==> config.mk <==
export PLATFORM = sky130hd
export DESIGN_NAME = step_sequencer
export DESIGN_NICKNAME = d
export VERILOG_FILES = /design/src/design/edge_detect.v /design/src/design/step_sequencer.v
export VERILOG_INCLUDE_DIRS = /design/src /design/src/design
export SDC_FILE = /design/constraint.sdc
export NUM_CORES = 1
export LEC_CHECK = 0
export BUFFER_PORTS_ARGS = -buffer_cell sky130_fd_sc_hd__buf_2
export CAP_MARGIN = 15
export CORE_UTILIZATION = 25
export DETAILED_ROUTE_END_ITERATION = 10
export PLACE_DENSITY = 0.49
export SKIP_CTS_REPAIR_TIMING = 1
export SLEW_MARGIN = 10
export SYNTH_ARGS = -nofsm -noshare
export SYNTH_HDL_FRONTEND = slang
export SYNTH_SLANG_ARGS = --single-unit
==> constraint.sdc <==
create_clock -name clock -period 3.1 [get_ports clock]
set_input_delay 0.62 -clock clock [delete_from_list [all_inputs] [get_ports clock]]
set_output_delay 0.62 -clock clock [all_outputs]
set_load 0.005 [all_outputs]
==> src/design/step_sequencer_defs.vh <==
// constants for the eight-output step sequencer
// assumes inclusion by bare name from design files
`ifndef STEP_SEQUENCER_DEFS_VH
`define STEP_SEQUENCER_DEFS_VH
`define SEQ_WIDTH      8
`define SEQ_IDX_W      3
`define SEQ_MIN_TOP    3'h2
`define SEQ_ALL_OFF    8'h00
`define SEQ_OUT0_ONLY  8'h01
`define SEQ_IDX_ZERO   3'h0
`define SEQ_IDX_ONE    3'h1
`define ST_IDLE        1'h0
`define ST_RUN         1'h1
`endif

==> src/design/edge_detect.v <==
// rising edge detector for the trigger input
// assumes trigger is synchronous to clock
`timescale 1ns/1ps
module edge_detect (
    input  wire clock,
    input  wire rst,
    input  wire level_in,
    output wire rise
);
    reg level_q;

    always @(posedge clock) begin
        if (rst) begin
            level_q <= 1'b0;
        end else begin
            level_q <= level_in;
        end
    end

    assign rise = level_in & ~level_q;
endmodule

==> src/design/step_sequencer.v <==
// eight-output step sequencer: step mode and preset-pattern shift mode
// assumes trigger, enable, reset inputs synchronous to clock
`timescale 1ns/1ps
`include "step_sequencer_defs.vh"

// Function
// - enable low selects step mode and enable high selects preset shift mode.
// - in step mode each trigger rising edge turns on the next selected output from 1 to 7 in order.
// - in step mode the trigger after all selected outputs are on turns off outputs 1 and up, and the cycle restarts.
// - in step mode output 0 is on from the clock after a reset or mode change onward, also during the clearing step.
// - in shift mode each output has a preset bit and the first trigger drives the preset pattern.
// - in shift mode each later trigger shifts the pattern one place up, each output to the next higher one, cyclically.
// - the reset input clears all outputs and returns the sequence to its start.
// - there are eight outputs, 0 to 2 always used and 3 to 7 optional, contiguous from the bottom.
module step_sequencer (
    input  wire                    clock,
    input  wire                    rst,
    input  wire                    enable,
    input  wire                    trigger,
    input  wire                    seq_reset,
    input  wire [`SEQ_IDX_W-1:0]   top_sel,
    input  wire [`SEQ_WIDTH-1:0]   preset,
    output wire [`SEQ_WIDTH-1:0]   outputs
);
    wire                   trig_rise;
    wire [`SEQ_IDX_W-1:0]  top_idx;
    wire [`SEQ_WIDTH-1:0]  sel_mask;
    wire [`SEQ_WIDTH-1:0]  rotated;
    reg  [`SEQ_WIDTH-1:0]  out_q;
    reg  [`SEQ_WIDTH-1:0]  out_d;
    reg  [`SEQ_IDX_W-1:0]  step_q;
    reg  [`SEQ_IDX_W-1:0]  step_d;
    reg                    state_q;
    reg                    state_d;
    reg                    mode_q;

    edge_detect u_trig (
        .clock    (clock),
        .rst      (rst),
        .level_in (trigger),
        .rise     (trig_rise)
    );

    // outputs 0..2 always present, selection contiguous upward
    assign top_idx = (top_sel < `SEQ_MIN_TOP) ? `SEQ_MIN_TOP : top_sel;

    genvar i;
    generate
        for (i = 0; i < `SEQ_WIDTH; i = i + 1) begin : g_bit
            assign sel_mask[i]  = (i <= top_idx);
            // each output takes the next lower one; output 0 takes the top
            if (i == 0) begin : g_wrap
                assign rotated[i] = out_q[top_idx];
            end else begin : g_shift
                assign rotated[i] = sel_mask[i] & out_q[i-1];
            end
        end
    endgenerate

    always @* begin
        out_d   = out_q;
        step_d  = step_q;
        state_d = state_q;
        if (mode_q != enable) begin
            // mode change restarts the sequence
            out_d   = `SEQ_ALL_OFF;
            step_d  = `SEQ_IDX_ZERO;
            state_d = `ST_IDLE;
        end else if (!enable) begin
            out_d[0] = 1'b1;
            if (trig_rise) begin
                // >= also catches a step count left above a lowered selection
                if (step_q >= top_idx) begin
                    out_d  = `SEQ_OUT0_ONLY;
                    step_d = `SEQ_IDX_ZERO;
                end else begin
                    step_d = step_q + `SEQ_IDX_ONE;
                    out_d[step_d] = 1'b1;
                end
            end
        end else if (trig_rise) begin
            case (state_q)
                `ST_IDLE: begin
                    out_d   = preset & sel_mask;
                    state_d = `ST_RUN;
                end
                `ST_RUN: begin
                    out_d = rotated;
                end
                default: begin
                    state_d = `ST_IDLE;
                end
            endcase
        end
        // unselected outputs never reach the register
        out_d = out_d & sel_mask;
    end

    always @(posedge clock) begin
        if (rst || seq_reset) begin
            out_q   <= `SEQ_ALL_OFF;
            step_q  <= `SEQ_IDX_ZERO;
            state_q <= `ST_IDLE;
        end else begin
            out_q   <= out_d;
            step_q  <= step_d;
            state_q <= state_d;
        end
    end

    // follows enable through reset too, so no false mode change follows it
    always @(posedge clock) begin
        mode_q <= enable;
    end

    assign outputs = out_q;
endmodule

Yosys cells after proc, flatten, opt, wreduce, memory -nomap -nowiden
Cells that the tools add are included.
Widths: inputs -> output; s select.
{"block": "totals", "reg_bits": 14, "output_inout_bits": 8, "inputBits": 16, "word_cells": 50}
{"block": "classes", "add_sub_neg": 1, "n_reduce_logical": 5, "order_cmp": 12, "bitwise_logic": 14, "muxes": 12, "n_eq_ne": 1}
{"cell": "$mux 8", "n": 5}
{"cell": "$and 8x8->8", "n": 2}
{"cell": "$pmux 8 s2", "n": 1}
{"cell": "$le 3x3->1 const A", "n": 4}
{"cell": "$and 1x1->1", "n": 8}
{"cell": "$lt 3x4->1 const B", "n": 2}
{"cell": "$or 8x8->8", "n": 1}
{"cell": "$le 2x3->1 const A", "n": 2}
{"cell": "$mux 3", "n": 2}
{"cell": "$reduce_and 2->1", "n": 2}
{"cell": "$add 3x1->3 const B", "n": 1}
{"cell": "$bmux 1 s3", "n": 1}
{"cell": "$demux 1 s3", "n": 1}
{"cell": "$ge 3x1->1 const B", "n": 1}
{"cell": "$ge 3x3->1", "n": 1}
{"cell": "$le 1x3->1 const A", "n": 1}
{"cell": "$lt 3x2->1 const B", "n": 1}
{"cell": "$not 1->1", "n": 3}
{"cell": "$mux 1", "n": 2}
{"cell": "$reduce_or 2->1", "n": 1}
{"cell": "$logic_and 1x1->1", "n": 1}
{"cell": "$logic_or 1x1->1", "n": 1}
{"cell": "$ne 1x1->1", "n": 1}

Logic depth before layout (Yosys ltp)
{"block": "depth", "word_depth": 11, "ltp_mapped": 6, "mapped_depth_nobuf": 5}

Hierarchy
Synthesis repeated with hierarchy kept, for this count alone.
{"block": "unflattened", "cells_unflattened": 97, "hier_area_um2": 854.6}
{"module": "step_sequencer", "cells_each": 94, "n_inst": 1, "area_per_inst_um2": 807.0, "seq_area_each_um2": 260.2}
{"module": "edge_detect", "cells_each": 3, "n_inst": 1, "area_per_inst_um2": 47.5, "seq_area_each_um2": 20.0}

Worst setup path before layout
OpenSTA, ideal clock, no wires.
{"block": "synth_timing", "path_kind": "input -> register", "start": "input top_sel[2]", "end": "register out_q[2] (netlist: outputs[2])", "arrival_ps": 1690, "stages": 5, "required_ps": 2997, "slack_ps": 1307, "path_buffers": 0, "setup_ps": 103, "path_cell_list": "inv_1 > ha_1 > a31oi_2 > a21oi_4 > a2111oi_2"}
{"block": "synth_via", "elab_chain_cells": 9, "word_cells_on_any_way": 13, "classes_between": "3 x order compare; 7 x mux; 3 x bitwise"}
{"item": "from (decl)", "line": "step_sequencer.v:21", "source": "input wire [`SEQ_IDX_W-1:0] top_sel,"}
{"item": "$lt 3x2->1 (no source line)"}
{"item": "$mux 3 (*)", "line": "step_sequencer.v:45", "source": "assign top_idx = (top_sel < `SEQ_MIN_TOP) ? `SEQ_MIN_TOP : top_sel;"}
{"item": "$le 2x3->1", "line": "step_sequencer.v:50", "source": "assign sel_mask[i] = (i <= top_idx);"}
{"item": "$and 1x1->1 or $and 8x8->8 (tied branches)", "line": "step_sequencer.v:55, step_sequencer.v:84"}
{"item": "$pmux 8 s2", "line": "step_sequencer.v:82", "source": "case (state_q)"}
{"item": "$mux 8", "line": "step_sequencer.v:81", "source": "end else if (trig_rise) begin"}
{"item": "$mux 8", "line": "step_sequencer.v:69", "source": "end else if (!enable) begin"}
{"item": "$mux 8", "line": "step_sequencer.v:64", "source": "if (mode_q != enable) begin"}
{"item": "$and 8x8->8 (*)", "line": "step_sequencer.v:96", "source": "out_d = out_d & sel_mask;"}
{"item": "to (signal assigned)", "line": "step_sequencer.v:101", "source": "out_q <= `SEQ_ALL_OFF;"}
{"item": "to (signal assigned)", "line": "step_sequencer.v:105", "source": "out_q <= out_d;"}
{"item": "to (decl)", "line": "step_sequencer.v:29", "source": "reg [`SEQ_WIDTH-1:0] out_q;"}
Mark *: on every way between the ends. The rest lies on a longest branch, timed or not.
A chain may end at the register's enable or synchronous reset.

Worst setup path after layout
Ends and elaborated chain as after synthesis.

==> impl_metrics.ini <==
[floorplan]
coreArea_um2 = 3390
dieWidth_um = 61.8
start_util_pct = 26.4
die_h_um = 61.8
io_pins = 24
die-area_um2 = 3820
row_count = 21

[setup_path]
path_depth = 6
reg2reg_depth = 4
required_ns = 3.29
cp_top_family = compound AO/OA/AOI/OAI gates
timing.rr.start = step_q[2]
r2r_slack_ns = 1.46
worstSetupStartpointType = primary input
endpoint = outputs[2]
arrival_ns = 1.92
cp-startpoint = top_sel[2]
critPathCaptureType = flip-flop
slowest_stage = a31oi_2
reg2reg_to = outputs[2]
path_max_fanout = 7
crit_chain = buf_2 > inv_1 > ha_1 > a31oi_2 > a21oi_4 > a2111oi_2
slowest_delay_ns = 0.35
path_buf_inv = 2
crit_type = primary input to flip-flop

[power_and_ir_drop]
total_power_w = 0.000347
ir_drop_mv = 0.0890
p_leak_nw = 0.402
pwr_density_cell_nw_per_um2 = 328

[sta]
setup_viol = 0
clock.fmax_ghz = 0.577
hold_violations = 0
fin_crit_ns = 1.73
setup_ws_ns = 1.37
fin_crit_sh_pct = 55.9
finalClockSkew_ns = 0.00370
relSlewSlack_pct = 60.8
tightestPinTransition_ns = 0.589
grt_setup_unrepaired = false
final_max_slew_viol_count = 0
fin_tns_setup_ns = 0

[hold_path]
hold_path_class = primary input to flip-flop

[logic_synthesis]
avgSynthCellArea_um2 = 9.61
synth_nets = 111
ys_types = 42
ys.flop_type = dfxtp_1
yosysWarnings = 0
synth-seq-cells = 14
postSynthCellCount = 93
yosysSeqAreaShare_pct = 31.4
synth.cell_area_um2 = 893
synth_edf_count = 0
synth-async-reset-ratio_pct = 0

[grt]
grt_pass1_wl_um = 3270
antenna_found_initial = 0
first_global_vias = 693
grt_max_degree = 17
grt_remaining_overflow = 0
grtUsageTotal_pct = 11.8

[clock_network]
root_buffer = clkbuf_4
cts_sinks = 14
cts_buffer_depth = 2
cts_made_buffers = 3
tritoncts = built
clk_latency_ns = 0.28
h-tree-depth = 1
clkSlewWorstSetupHoldPaths_ns = 0.08

[outcome]
status = completed

[final_layout]
area_delta_synth_final_pct = 18.5
diodes = 0
layout.cells.non_filler = 160
final_common_cell = buf_2
final_cell_mix = buf_2, dfxtp_1, mux2i_1
drive_gt1_share_pct = 33.3
nNetsFinal = 134

[place]
placed_cells = 157
gp_congestion = 0.728
port_buffers = 23
place_ws_ns = 1.08
dp_hpwl_um = 1610

[route]
ant_nets = 0
num_vias = 761
drtPass1Iterations = 4
drt-initial-drc-count = 20
wl_per_cell_um = 12.9
finalWirelength_um = 2060
drc_errors = 0
detail_route.vias_per_cell = 4.76

[flow_run]
max_cap_violations = 0
per-layer routing:
metal	share of wire, %	global-route usage, %	routed length, um	vias up
li1	-	-	-	394
met1	47	14.9	976	348
met2	46	19.8	952	15
met3	4.2	2.28	86	4
met4	2.0	4.76	42	0
met5	0	0	0	-
flip-flops by register name (all words and copies together), names as in the netlist:
name and cells:
state_q 1, u_trig.level_q 1, mode_q 1, outputs 8
step_q 3
worst register-to-register path: cells and delay by family, from the launching register on:
kind / cells / cell delay (ns)
DFF: 1 / 0.46
AOI/OAI and AO/OA: 3 / 0.79
adders and majority gates: 1 / 0.31
report_power, final:
group / total [W] / switching, W / internal (W)
logic: 0.0000519 / 0.0000278 / 0.0000240
clock network: 0.000107 / 0.0000621 / 0.0000451
registers: 0.000188 / 0.00000428 / 0.000184
total: 0.000347 / 0.0000942 / 0.000253
synthesized netlist by cell type (2+ instances only):
master	count	share of area, %
inv_1	4	1.7
nand2_1	6	2.5
nor3_2	4	4.5
mux2i_1	7	7.8
nand2b_1	2	1.4
nor3_1	2	1.1
nor4_1	2	1.4
a21oi_1	5	2.8
ha_1	2	2.8
buf_2	2	1.1
nor2b_1	4	2.8
a311oi_1	2	2.0
o31ai_1	5	4.2
dfxtp_1	14	31
nor2_1	5	2.1
logic make-up (layout without fill, tap and decap cells):
family	after synthesis	in the layout	synth area share, %
DFF	14	14	31.4
xor gates and xnor gates	2	2	2.80
AOI/OAI and AO/OA	23	23	22.0
adders and majority gates	2	2	2.80
and+or+nand+nor	34	34	24.4
muxes	9	9	11.6
buffers and inverters	9	30	5.04
through the flow:
step | hold slack [ns] | util, % | instance area [um^2]
after floorplan | 0.510 | - | 893
after global placement | 0.548 | 30.6 | 1040
after detailed placement | 0.551 | 30.6 | 1040
after CTS | 0.490 | 31.2 | 1060
after global routing | 0.481 | 31.2 | 1060
final | 0.495 | 31.2 | 1060
final cells by class:
class	instances	area [um^2]
fill	363	2330
multi-input combinational	70	568
sequential	14	280
timing repair buffer	23	115
tap	46	57.6
clock buffer	3	22.5
inverter	4	15.0
worst min path at each step:
stage / start / to / slack (ns) / cells after the start
final: rst / u_trig.level_q / 0.50 / 2
after global routing: rst / u_trig.level_q / 0.48 / 2
after CTS: rst / u_trig.level_q / 0.49 / 2
after detailed placement: step_q[2] / step_q[2] / 0.55 / 2
after global placement: step_q[2] / step_q[2] / 0.55 / 2
after floorplan: step_q[2] / step_q[2] / 0.51 / 2
No activity file was read; power rests on OpenSTA's default activity.
